**config.mk**
```make
export PLATFORM = sky130hd
export DESIGN_NAME = tlb_xcvr_flat
export DESIGN_NICKNAME = d
export VERILOG_FILES = /design/src/pkg/tlb_pkg.sv /design/src/pkg/tlb_if.sv /design/src/hw/tlb_xcvr.sv /design/src/flat_wrapper.sv
export SDC_FILE = /design/constraint.sdc
export NUM_CORES = 1
export LEC_CHECK = 0
export BUFFER_PORTS_ARGS = -buffer_cell sky130_fd_sc_hd__buf_2
export CAP_MARGIN = 40
export CORE_MARGIN = 5
export CORE_UTILIZATION = 24
export CTS_CLUSTER_DIAMETER = 120
export DETAILED_ROUTE_END_ITERATION = 6
export SETUP_SLACK_MARGIN = 0.02
export SLEW_MARGIN = 40
export SYNTH_ARGS = -nofsm -noshare
export SYNTH_HDL_FRONTEND = slang
export SYNTH_SLANG_ARGS = --single-unit
```
**constraint.sdc**
```tcl
create_clock -name ref_clk -period 3 [get_ports ref_clk]
set_clock_uncertainty 0.15 [all_clocks]
set_input_delay 0.75 -clock ref_clk [delete_from_list [all_inputs] [get_ports ref_clk]]
set_output_delay 0.75 -clock ref_clk [all_outputs]
set_load 0.05 [all_outputs]
```
**src/pkg/tlb_pkg.sv**
```systemverilog
// Shared constants and types for the loopback and self-test channel.
// Assumes both channel ends and the bench import it whole.
package tlb_pkg;
  // Data path and buffer sizes, reference clock and PLL counts.
  localparam int TLB_DW         = 20;
  localparam int TLB_FIFO_DEPTH = 16;
  localparam int TLB_NUM_TRANSCEIVER_REFERENCE_CLOCK = 2;
  localparam int TLB_NUM_TX_PLL = 2;
  localparam int TLB_NUM_RX_PLL = 4;

  // Pattern generator: state width, tap positions and reset seed.
  localparam int         TLB_ST_W      = 10;
  localparam int         TLB_P7_TAP_A  = 6;
  localparam int         TLB_P7_TAP_B  = 5;
  localparam int         TLB_P10_TAP_A = 9;
  localparam int         TLB_P10_TAP_B = 6;
  localparam int         TLB_NB_W20    = 20;
  localparam int         TLB_NB_W10    = 10;
  localparam logic [9:0] TLB_SEED_RST  = 10'h3FF;

  // Clock source codes for every clock multiplexer.
  localparam int         TLB_CS_W      = 4;
  localparam logic [3:0] TLB_CS_REF0   = 4'h0;
  localparam logic [3:0] TLB_CS_REF1   = 4'h1;
  localparam logic [3:0] TLB_CS_TXPLL0 = 4'h2;
  localparam logic [3:0] TLB_CS_TXPLL1 = 4'h3;
  localparam logic [3:0] TLB_CS_GCLK   = 4'h4;
  localparam logic [3:0] TLB_CS_IQ     = 4'h5;
  localparam logic [3:0] TLB_CS_RXPLL0 = 4'h6;
  localparam logic [3:0] TLB_CS_RXPLL3 = 4'h9;
  localparam logic [3:0] TLB_CS_RST    = 4'h0;

  // Resolved loopback path of the channel.
  typedef enum logic [2:0] {
    TLB_LB_NONE,
    TLB_LB_SERIAL,
    TLB_LB_PARALLEL,
    TLB_LB_REV_SERIAL,
    TLB_LB_REV_PRECDR,
    TLB_LB_PIPE_REV_PAR
  } tlb_lb_e;

  // Static loopback choice made at configuration time.
  typedef enum logic [1:0] {
    TLB_CFG_NONE,
    TLB_CFG_PARALLEL,
    TLB_CFG_REV_SERIAL,
    TLB_CFG_REV_PRECDR
  } tlb_lbcfg_e;
endpackage

```
**src/pkg/tlb_if.sv**
```systemverilog
// Interface joining the fabric logic end and the transceiver channel end.
// Assumes both ends share ref_clk; no clocking block is used.
interface tlb_if
  import tlb_pkg::*;
#(
  parameter int DW = TLB_DW
);
  logic [DW-1:0] tx_data;
  logic          tx_valid;
  logic          tx_ready;
  logic [DW-1:0] rx_data;
  logic          rx_valid;
  logic          ser_lpbk_en;
  logic          pipe_lpbk;
  logic          gclk_pin_src;
  logic          bist_err;
  logic          bist_lock;
  tlb_lb_e       lb_active;

  // Transceiver channel end.
  modport dev (
    input  tx_data, tx_valid, ser_lpbk_en, pipe_lpbk, gclk_pin_src,
    output tx_ready, rx_data, rx_valid, bist_err, bist_lock, lb_active
  );

  // Fabric logic end.
  modport fab (
    output tx_data, tx_valid, ser_lpbk_en, pipe_lpbk, gclk_pin_src,
    input  tx_ready, rx_data, rx_valid, bist_err, bist_lock, lb_active
  );
endinterface

```
**src/hw/tlb_xcvr.sv**
```systemverilog
// Transceiver channel end: transmit FIFO, loopback path selection,
// pattern generator and verifier, and clock route selection.
// Assumes the fabric end drives the interface synchronously to ref_clk.
//
// Notes on behaviour
// RL1 - Serial loopback switched at run time per channel.
// RL2 - No serial loopback in PIPE mode.
// RL3 - Serial loopback exercises all but input buffer.
// RL4 - Fabric supplies transmit data in serial loopback.
// RL5 - Self-test mode generates and checks pattern internally.
// RL6 - Twenty-bit width uses seven-stage pattern.
// RL7 - Ten-bit width uses ten-stage pattern.
// RL8 - Parallel loopback only Basic double-width.
// RL9 - Parallel loopback transmits generator data.
// RL10 - Parallel loopback returns data before analog stage.
// RL11 - Verifier reports mismatches during parallel loopback.
// RL12 - Reverse serial retransmits retimed received stream.
// RL13 - Pre-recovery reverse loop returns unretimed signal.
// RL14 - PIPE reverse loop only in PIPE, run time.
// RL15 - Two transmit, four receive PLLs, either reference.
// RL16 - Transmit PLL feeds global, regional or receive PLL.
// RL17 - One reference clock per quad drives inter-quad.
// RL18 - Global clock for PLLs comes from pin.
// RL19 - Receive PLL clock routes to adjacent regional.
// RL20 - One loopback path active; requests resolve.

// Synchronous FIFO with registered full and empty flags.
module tlb_fifo #(
  parameter int W     = 20,
  parameter int DEPTH = 16
) (
  // Clock, reset and enable.
  input  wire logic         ref_clk,
  input  wire logic         rst_b,
  input  wire logic         ce,
  // Filling side.
  input  wire logic         in_valid,
  output logic              in_ready,
  input  wire logic [W-1:0] in_data,
  // Draining side.
  output logic              out_valid,
  input  wire logic         out_ready,
  output logic [W-1:0]      out_data
);
  localparam int AW = $clog2(DEPTH);
  localparam logic [AW:0] FULL_CNT = (AW+1)'(DEPTH);

  logic [W-1:0] mem [DEPTH];
  logic [AW-1:0] wr_ptr_r;
  logic [AW-1:0] rd_ptr_r;
  logic [AW:0]   cnt_r;
  logic [AW:0]   cnt_nxt;
  logic          full_r;
  logic          empty_r;
  logic          push;
  logic          pop;

  // Transfers happen only on accepted handshakes.
  assign push      = ce && in_valid && !full_r;
  assign pop       = ce && out_ready && !empty_r;
  assign in_ready  = !full_r;
  assign out_valid = !empty_r;
  assign out_data  = mem[rd_ptr_r];
  assign cnt_nxt   = cnt_r + (AW+1)'(push) - (AW+1)'(pop);

  // Storage array write.
  always_ff @(posedge ref_clk) begin
    if (push) begin
      mem[wr_ptr_r] <= in_data;
    end
  end

  // Pointers, fill level and flags.
  always_ff @(posedge ref_clk or negedge rst_b) begin
    if (!rst_b) begin
      wr_ptr_r <= '0;
      rd_ptr_r <= '0;
      cnt_r    <= '0;
      full_r   <= 1'b0;
      empty_r  <= 1'b1;
    end else if (ce) begin
      wr_ptr_r <= wr_ptr_r + AW'(push);
      rd_ptr_r <= rd_ptr_r + AW'(pop);
      cnt_r    <= cnt_nxt;
      full_r   <= (cnt_nxt == FULL_CNT);
      empty_r  <= (cnt_nxt == '0);
    end
  end
endmodule

module tlb_xcvr
  import tlb_pkg::*;
#(
  parameter int DW    = TLB_DW,
  parameter int DEPTH = TLB_FIFO_DEPTH
) (
  // Clock, reset and enable.
  input  wire logic    ref_clk,
  input  wire logic    rst_b,
  input  wire logic    ce,
  // Fabric side.
  tlb_if.dev           lnk,
  // Channel configuration.
  input  wire logic    cfg_pipe_mode,
  input  wire logic    cfg_double_width,
  input  wire logic    cfg_width20,
  input  wire logic    cfg_bist_en,
  input  tlb_lbcfg_e   cfg_lb,
  // Serial line side.
  input  wire logic [DW-1:0] ser_rx_word,
  input  wire logic          ser_rx_valid,
  input  wire logic          ser_tx_ready,
  output logic [DW-1:0]      ser_tx_word_r,
  output logic               ser_tx_vld_r,
  // Clock route requests.
  input  wire logic [TLB_NUM_TX_PLL-1:0][TLB_CS_W-1:0] clk_tx_pll_src,
  input  wire logic [TLB_NUM_RX_PLL-1:0][TLB_CS_W-1:0] clk_rx_pll_src,
  input  wire logic [TLB_CS_W-1:0]                     clk_gclk_src,
  input  wire logic [TLB_CS_W-1:0]                     clk_rclk_src,
  input  wire logic                                    clk_iq_en,
  input  wire logic                                    clk_iq_ref,
  // Clock route selections in force.
  output logic [TLB_NUM_TX_PLL-1:0][TLB_CS_W-1:0] clk_tx_pll_sel_r,
  output logic [TLB_NUM_RX_PLL-1:0][TLB_CS_W-1:0] clk_rx_pll_sel_r,
  output logic [TLB_CS_W-1:0]                     clk_gclk_sel_r,
  output logic [TLB_CS_W-1:0]                     clk_rclk_sel_r,
  output logic [TLB_NUM_TRANSCEIVER_REFERENCE_CLOCK-1:0]               clk_iq_drv_r,
  output logic                                    clk_route_err_r
);
  // Resolves all loopback requests to a single path.
  function automatic tlb_lb_e lb_resolve(input logic pipe, input logic dw,
                                         input logic ser, input logic plb,
                                         input tlb_lbcfg_e cfg);
    tlb_lb_e r;
    r = TLB_LB_NONE;
    if (pipe) begin
      if (plb) r = TLB_LB_PIPE_REV_PAR; // RL14
    end else if (ser) begin
      r = TLB_LB_SERIAL; // RL1
    end else if (cfg == TLB_CFG_PARALLEL && dw) begin
      r = TLB_LB_PARALLEL; // RL8
    end else if (cfg == TLB_CFG_REV_SERIAL) begin
      r = TLB_LB_REV_SERIAL;
    end else if (cfg == TLB_CFG_REV_PRECDR) begin
      r = TLB_LB_REV_PRECDR;
    end
    return r; // RL20
  endfunction

  // Advances the pattern one word; returns next state and word bits.
  function automatic logic [TLB_ST_W+DW-1:0] prbs_word(
      input logic [TLB_ST_W-1:0] st, input logic w20);
    logic [TLB_ST_W-1:0] s;
    logic [DW-1:0]       b;
    logic                fb;
    s = st;
    b = '0;
    fb = 1'b0;
    for (int i = 0; i < DW; i++) begin
      if (w20 || i < TLB_NB_W10) begin
        fb = w20 ? (s[TLB_P7_TAP_A] ^ s[TLB_P7_TAP_B]) // RL6
                 : (s[TLB_P10_TAP_A] ^ s[TLB_P10_TAP_B]); // RL7
        b[i] = fb;
        s = {s[TLB_ST_W-2:0], fb};
      end
    end
    return {s, b};
  endfunction

  // Rebuilds the pattern state from the last bits of a word.
  function automatic logic [TLB_ST_W-1:0] prbs_seed(
      input logic [DW-1:0] w, input logic w20);
    logic [TLB_ST_W-1:0] s;
    s = '0;
    for (int k = 0; k < TLB_ST_W; k++) begin
      s[k] = w20 ? w[TLB_NB_W20-1-k] : w[TLB_NB_W10-1-k];
    end
    return s;
  endfunction

  // Source is legal for a PLL reference input.
  function automatic logic pll_src_ok(input logic [TLB_CS_W-1:0] c,
                                      input logic is_rx, input logic pin);
    logic ok;
    ok = (c == TLB_CS_REF0) || (c == TLB_CS_REF1) || (c == TLB_CS_IQ);
    ok = ok || (c == TLB_CS_GCLK && pin); // RL18
    ok = ok || (is_rx && (c == TLB_CS_TXPLL0 || c == TLB_CS_TXPLL1));
    return ok; // RL16
  endfunction

  // Source is legal for a global or regional clock line.
  function automatic logic net_src_ok(input logic [TLB_CS_W-1:0] c);
    return (c <= TLB_CS_TXPLL1) ||
           (c >= TLB_CS_RXPLL0 && c <= TLB_CS_RXPLL3); // RL19
  endfunction

  tlb_lb_e             lb_r;
  logic [TLB_ST_W-1:0] gen_st_r;
  logic [DW-1:0]       ser_lb_r;
  logic                ser_lb_vld_r;
  logic [DW-1:0]       cdr_r;
  logic                cdr_vld_r;
  logic [DW-1:0]       rx_data_r;
  logic                rx_valid_r;
  logic [DW-1:0]       prev_r;
  logic                prev_vld_r;
  logic                bist_err_r;
  logic                bist_lock_r;
  logic [TLB_ST_W+DW-1:0] gen_nxt;
  logic [TLB_ST_W+DW-1:0] exp_nxt;
  logic                gen_act;
  logic                use_fifo;
  logic                fifo_vld;
  logic                fifo_pop;
  logic [DW-1:0]       fifo_data;
  logic [DW-1:0]       pcs_tx;
  logic                pcs_tx_vld;
  logic [DW-1:0]       pcs_rx;
  logic                pcs_rx_vld;
  logic [TLB_NUM_TX_PLL+TLB_NUM_RX_PLL+2:0] err_v;

  // Transmit buffer between fabric and encoder.
  tlb_fifo #(.W(DW), .DEPTH(DEPTH)) u_fifo (
    .ref_clk   (ref_clk),
    .rst_b     (rst_b),
    .ce        (ce),
    .in_valid  (lnk.tx_valid),
    .in_ready  (lnk.tx_ready),
    .in_data   (lnk.tx_data),
    .out_valid (fifo_vld),
    .out_ready (fifo_pop),
    .out_data  (fifo_data)
  );

  // Transmit source: generator, returned receive word or fabric data.
  assign gen_act  = (cfg_bist_en && lb_r == TLB_LB_SERIAL) || // RL5
                    lb_r == TLB_LB_PARALLEL; // RL9
  assign use_fifo = !gen_act && lb_r != TLB_LB_PIPE_REV_PAR &&
                    lb_r != TLB_LB_REV_SERIAL && lb_r != TLB_LB_REV_PRECDR;
  assign fifo_pop = use_fifo &&
                    (lb_r == TLB_LB_SERIAL || ser_tx_ready); // RL4
  assign gen_nxt  = prbs_word(gen_st_r, cfg_width20);
  always_comb begin
    if (gen_act) begin
      pcs_tx     = gen_nxt[DW-1:0];
      pcs_tx_vld = 1'b1;
    end else if (lb_r == TLB_LB_PIPE_REV_PAR) begin
      pcs_tx     = cdr_r; // RL14
      pcs_tx_vld = cdr_vld_r;
    end else begin
      pcs_tx     = fifo_data;
      pcs_tx_vld = fifo_vld && fifo_pop;
    end
  end

  // Receive input: coding sublayer return or recovered data.
  assign pcs_rx     = (lb_r == TLB_LB_PARALLEL) ? pcs_tx : cdr_r; // RL10
  assign pcs_rx_vld = (lb_r == TLB_LB_PARALLEL) ? pcs_tx_vld : cdr_vld_r;
  assign exp_nxt    = prbs_word(prbs_seed(prev_r, cfg_width20), cfg_width20);

  // Loopback path register.
  always_ff @(posedge ref_clk or negedge rst_b) begin
    if (!rst_b) begin
      lb_r <= TLB_LB_NONE;
    end else if (ce) begin
      lb_r <= lb_resolve(cfg_pipe_mode, cfg_double_width, // RL2
                         lnk.ser_lpbk_en, lnk.pipe_lpbk, cfg_lb);
    end
  end

  // Generator state advances only while it feeds the transmitter.
  always_ff @(posedge ref_clk or negedge rst_b) begin
    if (!rst_b) begin
      gen_st_r <= TLB_SEED_RST;
    end else if (ce && gen_act) begin
      gen_st_r <= gen_nxt[TLB_ST_W+DW-1:DW];
    end
  end

  // Serializer and clock recovery stages of the line path.
  always_ff @(posedge ref_clk or negedge rst_b) begin
    if (!rst_b) begin
      ser_lb_r     <= '0;
      ser_lb_vld_r <= 1'b0;
      cdr_r        <= '0;
      cdr_vld_r    <= 1'b0;
    end else if (ce) begin
      ser_lb_r     <= pcs_tx;
      ser_lb_vld_r <= pcs_tx_vld;
      if (lb_r == TLB_LB_SERIAL) begin
        cdr_r     <= ser_lb_r; // RL3
        cdr_vld_r <= ser_lb_vld_r;
      end else begin
        cdr_r     <= ser_rx_word;
        cdr_vld_r <= ser_rx_valid;
      end
    end
  end

  // Serial output driver.
  always_ff @(posedge ref_clk or negedge rst_b) begin
    if (!rst_b) begin
      ser_tx_word_r <= '0;
      ser_tx_vld_r  <= 1'b0;
    end else if (ce) begin
      unique case (lb_r)
        TLB_LB_REV_SERIAL: begin
          ser_tx_word_r <= cdr_r; // RL12
          ser_tx_vld_r  <= cdr_vld_r;
        end
        TLB_LB_REV_PRECDR: begin
          ser_tx_word_r <= ser_rx_word; // RL13
          ser_tx_vld_r  <= ser_rx_valid;
        end
        default: begin
          ser_tx_word_r <= pcs_tx;
          ser_tx_vld_r  <= pcs_tx_vld;
        end
      endcase
    end
  end

  // Receive data toward the fabric and self-test checking.
  always_ff @(posedge ref_clk or negedge rst_b) begin
    if (!rst_b) begin
      rx_data_r   <= '0;
      rx_valid_r  <= 1'b0;
      prev_r      <= '0;
      prev_vld_r  <= 1'b0;
      bist_err_r  <= 1'b0;
      bist_lock_r <= 1'b0;
    end else if (ce) begin
      rx_data_r  <= pcs_rx;
      rx_valid_r <= pcs_rx_vld;
      if (!gen_act) begin
        prev_vld_r  <= 1'b0;
        bist_err_r  <= 1'b0;
        bist_lock_r <= 1'b0;
      end else if (pcs_rx_vld) begin
        prev_r     <= pcs_rx;
        prev_vld_r <= 1'b1;
        if (prev_vld_r) begin
          bist_lock_r <= 1'b1;
          if (pcs_rx != exp_nxt[DW-1:0]) begin
            bist_err_r <= 1'b1; // RL11
          end
        end
      end
    end
  end

  assign lnk.rx_data   = rx_data_r;
  assign lnk.rx_valid  = rx_valid_r;
  assign lnk.bist_err  = bist_err_r;
  assign lnk.bist_lock = bist_lock_r;
  assign lnk.lb_active = lb_r;

  // PLL reference selection; an illegal request keeps the old choice.
  for (genvar t = 0; t < TLB_NUM_TX_PLL; t++) begin : g_tx
    assign err_v[t] = !pll_src_ok(clk_tx_pll_src[t], 1'b0,
                                  lnk.gclk_pin_src);
    always_ff @(posedge ref_clk or negedge rst_b) begin
      if (!rst_b) begin
        clk_tx_pll_sel_r[t] <= TLB_CS_RST;
      end else if (ce && !err_v[t]) begin
        clk_tx_pll_sel_r[t] <= clk_tx_pll_src[t]; // RL15
      end
    end
  end
  for (genvar r = 0; r < TLB_NUM_RX_PLL; r++) begin : g_rx
    assign err_v[TLB_NUM_TX_PLL+r] = !pll_src_ok(clk_rx_pll_src[r], 1'b1,
                                                 lnk.gclk_pin_src);
    always_ff @(posedge ref_clk or negedge rst_b) begin
      if (!rst_b) begin
        clk_rx_pll_sel_r[r] <= TLB_CS_RST;
      end else if (ce && !err_v[TLB_NUM_TX_PLL+r]) begin
        clk_rx_pll_sel_r[r] <= clk_rx_pll_src[r]; // RL15
      end
    end
  end
  assign err_v[TLB_NUM_TX_PLL+TLB_NUM_RX_PLL]   = !net_src_ok(clk_gclk_src);
  assign err_v[TLB_NUM_TX_PLL+TLB_NUM_RX_PLL+1] = !net_src_ok(clk_rclk_src);
  assign err_v[TLB_NUM_TX_PLL+TLB_NUM_RX_PLL+2] = 1'b0;

  // Global, regional and inter-quad line selection.
  always_ff @(posedge ref_clk or negedge rst_b) begin
    if (!rst_b) begin
      clk_gclk_sel_r  <= TLB_CS_RST;
      clk_rclk_sel_r  <= TLB_CS_RST;
      clk_iq_drv_r    <= '0;
      clk_route_err_r <= 1'b0;
    end else if (ce) begin
      if (!err_v[TLB_NUM_TX_PLL+TLB_NUM_RX_PLL]) begin
        clk_gclk_sel_r <= clk_gclk_src; // RL16
      end
      if (!err_v[TLB_NUM_TX_PLL+TLB_NUM_RX_PLL+1]) begin
        clk_rclk_sel_r <= clk_rclk_src; // RL19
      end
      clk_iq_drv_r    <= clk_iq_en ? {clk_iq_ref, !clk_iq_ref} : '0; // RL17
      clk_route_err_r <= |err_v;
    end
  end
endmodule

```
**src/flat_wrapper.sv**
```systemverilog
// flat-port wrapper written by rule: the top's interface ports become plain ports
module tlb_xcvr_flat import tlb_pkg::*;
#(
  parameter int DW    = TLB_DW,
  parameter int DEPTH = TLB_FIFO_DEPTH
)
  (ref_clk, rst_b, ce, cfg_pipe_mode, cfg_double_width, cfg_width20, cfg_bist_en, cfg_lb, ser_rx_word, ser_rx_valid, ser_tx_ready, ser_tx_word_r, ser_tx_vld_r, clk_tx_pll_src, clk_rx_pll_src, clk_gclk_src, clk_rclk_src, clk_iq_en, clk_iq_ref, clk_tx_pll_sel_r, clk_rx_pll_sel_r, clk_gclk_sel_r, clk_rclk_sel_r, clk_iq_drv_r, clk_route_err_r, lnk_tx_data, lnk_tx_valid, lnk_ser_lpbk_en, lnk_pipe_lpbk, lnk_gclk_pin_src, lnk_tx_ready, lnk_rx_data, lnk_rx_valid, lnk_bist_err, lnk_bist_lock, lnk_lb_active);
  tlb_if #(.DW(DW)) lnk_i ();
  input  wire logic ref_clk;
  input  wire logic rst_b;
  input  wire logic ce;
  input  wire logic cfg_pipe_mode;
  input  wire logic cfg_double_width;
  input  wire logic cfg_width20;
  input  wire logic cfg_bist_en;
  input  tlb_lbcfg_e cfg_lb;
  input  wire logic [DW-1:0] ser_rx_word;
  input  wire logic ser_rx_valid;
  input  wire logic ser_tx_ready;
  output logic [DW-1:0] ser_tx_word_r;
  output logic ser_tx_vld_r;
  input  wire logic [TLB_NUM_TX_PLL-1:0][TLB_CS_W-1:0] clk_tx_pll_src;
  input  wire logic [TLB_NUM_RX_PLL-1:0][TLB_CS_W-1:0] clk_rx_pll_src;
  input  wire logic [TLB_CS_W-1:0] clk_gclk_src;
  input  wire logic [TLB_CS_W-1:0] clk_rclk_src;
  input  wire logic clk_iq_en;
  input  wire logic clk_iq_ref;
  output logic [TLB_NUM_TX_PLL-1:0][TLB_CS_W-1:0] clk_tx_pll_sel_r;
  output logic [TLB_NUM_RX_PLL-1:0][TLB_CS_W-1:0] clk_rx_pll_sel_r;
  output logic [TLB_CS_W-1:0] clk_gclk_sel_r;
  output logic [TLB_CS_W-1:0] clk_rclk_sel_r;
  output logic [TLB_NUM_TRANSCEIVER_REFERENCE_CLOCK-1:0] clk_iq_drv_r;
  output logic clk_route_err_r;
  input wire logic [$bits(lnk_i.tx_data)-1:0] lnk_tx_data;
  input wire logic [$bits(lnk_i.tx_valid)-1:0] lnk_tx_valid;
  input wire logic [$bits(lnk_i.ser_lpbk_en)-1:0] lnk_ser_lpbk_en;
  input wire logic [$bits(lnk_i.pipe_lpbk)-1:0] lnk_pipe_lpbk;
  input wire logic [$bits(lnk_i.gclk_pin_src)-1:0] lnk_gclk_pin_src;
  output wire logic [$bits(lnk_i.tx_ready)-1:0] lnk_tx_ready;
  output wire logic [$bits(lnk_i.rx_data)-1:0] lnk_rx_data;
  output wire logic [$bits(lnk_i.rx_valid)-1:0] lnk_rx_valid;
  output wire logic [$bits(lnk_i.bist_err)-1:0] lnk_bist_err;
  output wire logic [$bits(lnk_i.bist_lock)-1:0] lnk_bist_lock;
  output wire logic [$bits(lnk_i.lb_active)-1:0] lnk_lb_active;
  assign lnk_i.tx_data = lnk_tx_data;
  assign lnk_i.tx_valid = lnk_tx_valid;
  assign lnk_i.ser_lpbk_en = lnk_ser_lpbk_en;
  assign lnk_i.pipe_lpbk = lnk_pipe_lpbk;
  assign lnk_i.gclk_pin_src = lnk_gclk_pin_src;
  assign lnk_tx_ready = lnk_i.tx_ready;
  assign lnk_rx_data = lnk_i.rx_data;
  assign lnk_rx_valid = lnk_i.rx_valid;
  assign lnk_bist_err = lnk_i.bist_err;
  assign lnk_bist_lock = lnk_i.bist_lock;
  assign lnk_lb_active = lnk_i.lb_active;
  tlb_xcvr #(.DW(DW), .DEPTH(DEPTH)) u_core (.ref_clk(ref_clk), .rst_b(rst_b), .ce(ce), .lnk(lnk_i), .cfg_pipe_mode(cfg_pipe_mode), .cfg_double_width(cfg_double_width), .cfg_width20(cfg_width20), .cfg_bist_en(cfg_bist_en), .cfg_lb(cfg_lb), .ser_rx_word(ser_rx_word), .ser_rx_valid(ser_rx_valid), .ser_tx_ready(ser_tx_ready), .ser_tx_word_r(ser_tx_word_r), .ser_tx_vld_r(ser_tx_vld_r), .clk_tx_pll_src(clk_tx_pll_src), .clk_rx_pll_src(clk_rx_pll_src), .clk_gclk_src(clk_gclk_src), .clk_rclk_src(clk_rclk_src), .clk_iq_en(clk_iq_en), .clk_iq_ref(clk_iq_ref), .clk_tx_pll_sel_r(clk_tx_pll_sel_r), .clk_rx_pll_sel_r(clk_rx_pll_sel_r), .clk_gclk_sel_r(clk_gclk_sel_r), .clk_rclk_sel_r(clk_rclk_sel_r), .clk_iq_drv_r(clk_iq_drv_r), .clk_route_err_r(clk_route_err_r));
endmodule
```
# == After elaboration in Yosys (flattened, before gate mapping) ==
# Memories as Yosys holds them, arrays and structs flattened.
# Cells that the tools add are included.
# totals
regBits,170
latch_bits,0
mem_bits_rw,320
rom_bits,0
word_cells,321
n_memories,1
# memory_table
name,depth,word_bits,read_ports,rd_clocked_by_memory_dff,write_ports,line_no,source
u_core.u_fifo.mem,16,20,1,0,1,tlb_xcvr.sv:48,logic [W-1:0] mem [DEPTH];
# op_classes
add_sub_neg,4
multipliers,0
div_mod_pow,0
order_cmp,6
n_eq_ne,42
shifts,0
n_mux,97
bitwise,60
reduce_logical,82
# op_table
op,count
10-bit two-way mux,10
20-bit two-way mux,4
1-bit two-way mux,65
7-bit two-way mux,9
1-bit XOR,60
4-bit by 3-bit equality test with 1-bit output (second input constant),12
20-bit one-hot mux with 2 select lines,1
4-bit by 2-bit equality test with 1-bit output (second input constant),8
1-bit logical OR,30
1-bit logical AND,26
4-bit by 1-bit equality test with 1-bit output (second input constant),6
4-bit zero test,6
20-bit inequality test,1
3-bit two-way mux,6
1-bit zero test,12
4-bit by 1-bit adder with 4-bit output,2
4-bit by 3-bit >= comparator with 1-bit output (second input constant),2
4-bit by 2-bit less-or-equal comparator with 1-bit output (second input constant),2
4-bit less-or-equal comparator (second input constant),2
8-bit OR reduction,1
3-bit by 2-bit equality test with 1-bit output (second input constant),2
3-bit equality test (second input constant),2
3-bit inequality test (second input constant),2
2-bit AND reduction,3
14 further kinds,17

# == Logic depth before layout (Yosys ltp) ==
# logic_depth
ltp_word,30
ltp_mapped,16
depth_no_buf,16

# == Cells and area by module ==
# A second synthesis with hierarchy kept.
# unflattened
hier_cells,1439
hier_area_um2,21339.2
# modules_own_cells
mod,n_inst,cells_per_inst,area_per_inst_um2,seq_area_each_um2
tlb_fifo,1,540,12923.6,9985.8
tlb_xcvr,1,899,8415.6,3816.2

# == Least setup slack after synthesis ==
# No wires, ideal clock.
# synth_path
kind,register to register
startpoint,reg u_core.u_fifo.full_r
endpoint,mem u_core.u_fifo.mem[0][0] (enable)
t_arrival_ns,2.694
t_required_ns,2.428
slack_ns,-0.266
stages_incl_launch_ff,5
path_buffers,0
period_less_slack_ns,3.266
cell_sequence,dfrtp_1 -> inv_1 -> nand3_1 -> or3_1 -> nor3_1
# synth_via
elab_chain_len,4
# synth_lines
element,line_no,source
from (decl),tlb_xcvr.sv:53,logic full_r;
from (signal assigned),tlb_xcvr.sv:85,full_r <= (cnt_nxt == FULL_CNT);
1-bit zero test,-,
via lnk_tx_ready,flat_wrapper.sv:39,output wire logic [$bits(lnk_i.tx_ready)-1:0] lnk_tx_ready;
1-bit logical AND,tlb_xcvr.sv:59,assign push = ce && in_valid && !full_r;
1-bit two-way mux,tlb_xcvr.sv:68,if (push) begin
1-bit two-way mux (implied by the code),tlb_xcvr.sv:69,mem[wr_ptr_r] <= in_data;
to (decl),tlb_xcvr.sv:48,
# The timed path passes the listed nets, and every way through them passes these cells.

# == Worst setup path in the final report ==
# layout_path
startpoint,"reg u_core.lb_r[0], in the netlist u_core.lnk.lb_active[0]"
endpoint,reg u_core.u_fifo.full_r
# layout_via
elab_chain_len,12
elab_cells_between_ends,17
classes_between,1 x add/sub; 6 x eq/ne; 10 x reduce/logical
# layout_lines
element,line_no,source
from (decl),tlb_xcvr.sv:197,tlb_lb_e lb_r;
from (signal assigned),tlb_xcvr.sv:266,"lb_r <= lb_resolve(cfg_pipe_mode, cfg_double_width,"
3-bit by 1-bit equality test with 1-bit output,"tlb_xcvr.sv:236, tlb_xcvr.sv:241",
1-bit logical AND,tlb_xcvr.sv:236,assign gen_act = (cfg_bist_en && lb_r == TLB_LB_SERIAL) ||
1-bit logical OR,tlb_xcvr.sv:236,
1-bit zero test,tlb_xcvr.sv:238,assign use_fifo = !gen_act && lb_r != TLB_LB_PIPE_REV_PAR &&
1-bit logical AND (2 in series),tlb_xcvr.sv:238,
1-bit logical AND,tlb_xcvr.sv:239,lb_r != TLB_LB_REV_SERIAL && lb_r != TLB_LB_REV_PRECDR;
1-bit logical AND (*),tlb_xcvr.sv:240,assign fifo_pop = use_fifo &&
1-bit logical AND (*) (2 in series),tlb_xcvr.sv:60,assign pop = ce && out_ready && !empty_r;
5-bit by 1-bit subtractor with 5-bit output (*),tlb_xcvr.sv:64,assign cnt_nxt = cnt_r + (AW+1)'(push) - (AW+1)'(pop);
5-bit equality test (*),tlb_xcvr.sv:85,
# Mark *: on every way between the ends. The rest lies on a longest branch, timed or not.
# A chain may end at the register's enable or synchronous reset.

==> out/metrics.yaml <==
status:
  status: "completed"
clock_tree:
  htree_levels: 2
  clock_path_buffers: 3
  clkSinkCount: 487
  cts.root.buffer_cell: "clkbuf_16"
  insertion_delay_ns: 0.62
  tritoncts: "yes"
  clkSlewWorstSetupHoldPaths_ns: 0.06
  cts_buffers: 52
synth:
  postSynthAreaPerCell_um2: 14.42
  synth-seq-area-share_pct: 62.95
  yosys_warnings: 0
  ys_seq_elements: 487
  synthCells: 1520
  synth_edf_count: 320
  synth_ff_type: "edfxtp_1"
  async_flop_share_pct: 34.29
  synth_area_mm2: 0.02192
  synthesis.nets: 1619
  synth_cell_types: 85
global_routing:
  track_usage_pct: 12.38
  grt_pass1_vias: 14610
  grt_pass1_wl_um: 93620
  grt-ovfl-total: 0
  antenna_found_initial: 13
  grt_start_max_net_pins: 139
critical_path:
  critPathKind: "reg -> reg"
  arrival_ns: 3.31
  r2r_start: "u_core.lnk.lb_active[0]"
  r2r_end: "u_core.u_fifo.full_r"
  path_max_fanout: 2
  crit_slowest_cell: "fa_2"
  cp_cell_sequence: "mux2i_1 -> nor3_1 -> a31oi_2 -> nor3b_2 -> ha_1 -> inv_1 -> ha_2 -> inv_2 -> fa_2 -> nand3b_1 -> or3_4 -> o22ai_2"
  required_ns: 3.36
  r2r_cells: 12
  critical-path-max-stage-delay_ns: 0.52
  start_kind: "flop"
  reg2reg_slack_ns: 0.04
  cp-end-kind: "flop"
place:
  port_buffers: 171
  dpl.hpwl_um: 42710
  placedCellCount: 2911
  routabilityCongestion: 0.8729
finish:
  drive_gt1_share_pct: 32.25
  final_cell_mix: "edfxtp_1, buf_2, dfrtp_1"
  area_delta_synth_final_pct: 23.48
  multi_input_area_mm2: 0.007641
  nFillCells: 9012
  seq_area_mm2: 0.01381
  fin_nets: 1896
  instances_no_fill: 3021
  mostFrequentLayoutCell: "edfxtp_1"
detailed_routing:
  viasPerCell: 4.676
  wire_per_inst_um: 20.60
  vias: 14130
  drt_wl_total_um: 62240
  dr.pass1.iters: 6
  first_iter_violations: 1428
  ant_nets: 0
  drc_errors: 0
floorplanning:
  ioPinCount: 172
  start_util_pct: 24.28
  rows: 110
  coreArea_mm2: 0.09029
  die_x_um: 312.2
  die_y_um: 312.2
  die_area_mm2: 0.09750
min_path:
  hp-start: "clk_iq_ref"
  hold_path_end: "u_core.clk_iq_drv_r[0]"
  hold_path_class: "in -> reg"
  whs_path_depth: 2
pwr:
  power.density_mw_per_mm2: 958.3
  p_leak_nw: 9.923
  p_total_mw: 25.94
  ir_worst_vdd_mv: 0.5129
job:
  cap_violations: 0
timing:
  fmax_mhz: 338.3
  fin_crit_sh_pct: 98.53
  rsz0062_at_grt: "yes"
  fin_crit_ns: 2.956
  slew-limit-headroom_pct: 56.68
  drv_slew: 0
  finalHoldViolCount: 0
  setup_viol: 0
  tightest_slew_ns: 0.6474
  holdWs_ns: 0.2137
sequential cells by signal, summed over array words and instances, names as in the netlist, 2 cells and up:
register	count
u_core.u_fifo.rd_ptr_r	4
u_core.prev_r	17
u_core.u_fifo.cnt_r	5
u_core.lnk.rx_data	20
u_core.clk_rx_pll_sel_r	16
u_core.clk_gclk_sel_r	4
u_core.u_fifo.wr_ptr_r	4
u_core.gen_st_r	10
u_core.lnk.lb_active	3
u_core.cdr_r	20
u_core.clk_tx_pll_sel_r	8
u_core.clk_rclk_sel_r	4
u_core.clk_iq_drv_r	2
u_core.ser_lb_r	20
u_core.ser_tx_word_r	20
u_core.u_fifo.mem	320
routing by layer:
layer / routed length, um / vias to the layer above / global-route usage (%) / share of wire, %
li1: - / 6355 / - / -
met1: 26360 / 7196 / 16.30 / 42
met2: 30080 / 458 / 20.64 / 48
met3: 4052 / 114 / 2.836 / 6.5
met4: 1733 / 4 / 3.359 / 2.8
met5: 26 / - / 0 / 0.042
kinds of logic (layout without fill, tap and decap cells):
group / Yosys count / after routing / synth area share [%]
simple gates: 322 / 322 / 6.688
buf+inv: 123 / 442 / 3.241
fa+ha+maj: 10 / 10 / 0.6049
mux: 190 / 190 / 13.59
flops: 487 / 487 / 62.95
compound gates: 306 / 306 / 9.102
other cells: 0 / 6 / 0
xor+xnor: 82 / 82 / 3.824
through the flow:
step | setup WS (ns) | TNS [ns] | util, % | cell area, um2
floorplan | 0.03249 | 0 | - | 21960
global placement | -0.3358 | -0.9578 | 27.87 | 25160
detailed placement | -0.3737 | -1.229 | 27.87 | 25160
CTS | 0.03433 | 0 | 29.79 | 26890
global route | -0.04564 | -0.1409 | 29.98 | 27070
finish | 0.04401 | 0 | 29.99 | 27070
cell usage after synthesis, drive strengths merged (16+ instances only):
cell	n	area, um2
xor2	24	225.2
a31oi	24	171.4
dfrtp	156	3904
buf	63	457.9
inv	23	86.34
a221oi	20	193.9
xnor2	52	478.0
o21ai	46	230.2
mux2i	70	708.2
nor2	141	529.3
mux2	44	495.5
clkbuf	36	157.6
a211oi	16	130.1
nand2	85	319.1
edfxtp	320	9609
a21oi	110	550.5
mux4	76	1775
a22oi	20	150.1
nand3	16	80.08
critical path, delay by kind of cell (launching register included):
| kind | cells | cell delay (ns) |
|---|---|---|
| buf+inv | 2 | 0.10 |
| fa+ha+maj | 3 | 0.96 |
| flops | 1 | 0.41 |
| compound gates | 2 | 0.20 |
| mux | 1 | 0.13 |
| simple gates | 4 | 0.92 |
power breakdown:
part	internal [mW]	switching, mW
sequential	8.16	0.922
clock	3.56	2.74
combinational	4.67	5.90
worst max path at each step:
| stage | startpoint | endpoint | depth (start not counted) |
|---|---|---|---|
| after detailed placement | cfg_bist_en | u_core.u_fifo.cnt_r[4] | 16 |
| after global routing | u_core.lnk.lb_active[0] | u_core.u_fifo.full_r | 12 |
| after global placement | cfg_bist_en | u_core.u_fifo.cnt_r[4] | 16 |
| after floorplan | cfg_bist_en | u_core.u_fifo.cnt_r[4] | 15 |
| final | u_core.lnk.lb_active[0] | u_core.u_fifo.full_r | 12 |
| after CTS | u_core.u_fifo.rd_ptr_r[0] | u_core.lnk.bist_err | 9 |
layout make-up:
cell class                 count  area share [%]
antenna                        6         0.05546
clock buffer                  65           5.255
clock inverter                31           1.012
inverter                      23          0.3189
multi-input combinational    910           28.22
sequential                   487           51.03
tap                         1176           5.435
timing repair buffer         323           8.675
what timing repair did:
action                                 in CTS  in global routing
hold buffers                                1                  0
pin swaps                                   0                 10
setup buffers                               0                  7
endpoints found under the hold margin      29                  0
setup endpoints to repair                   6                 17
resized for setup                           6                 26
No activity file was read; power rests on OpenSTA's default activity.
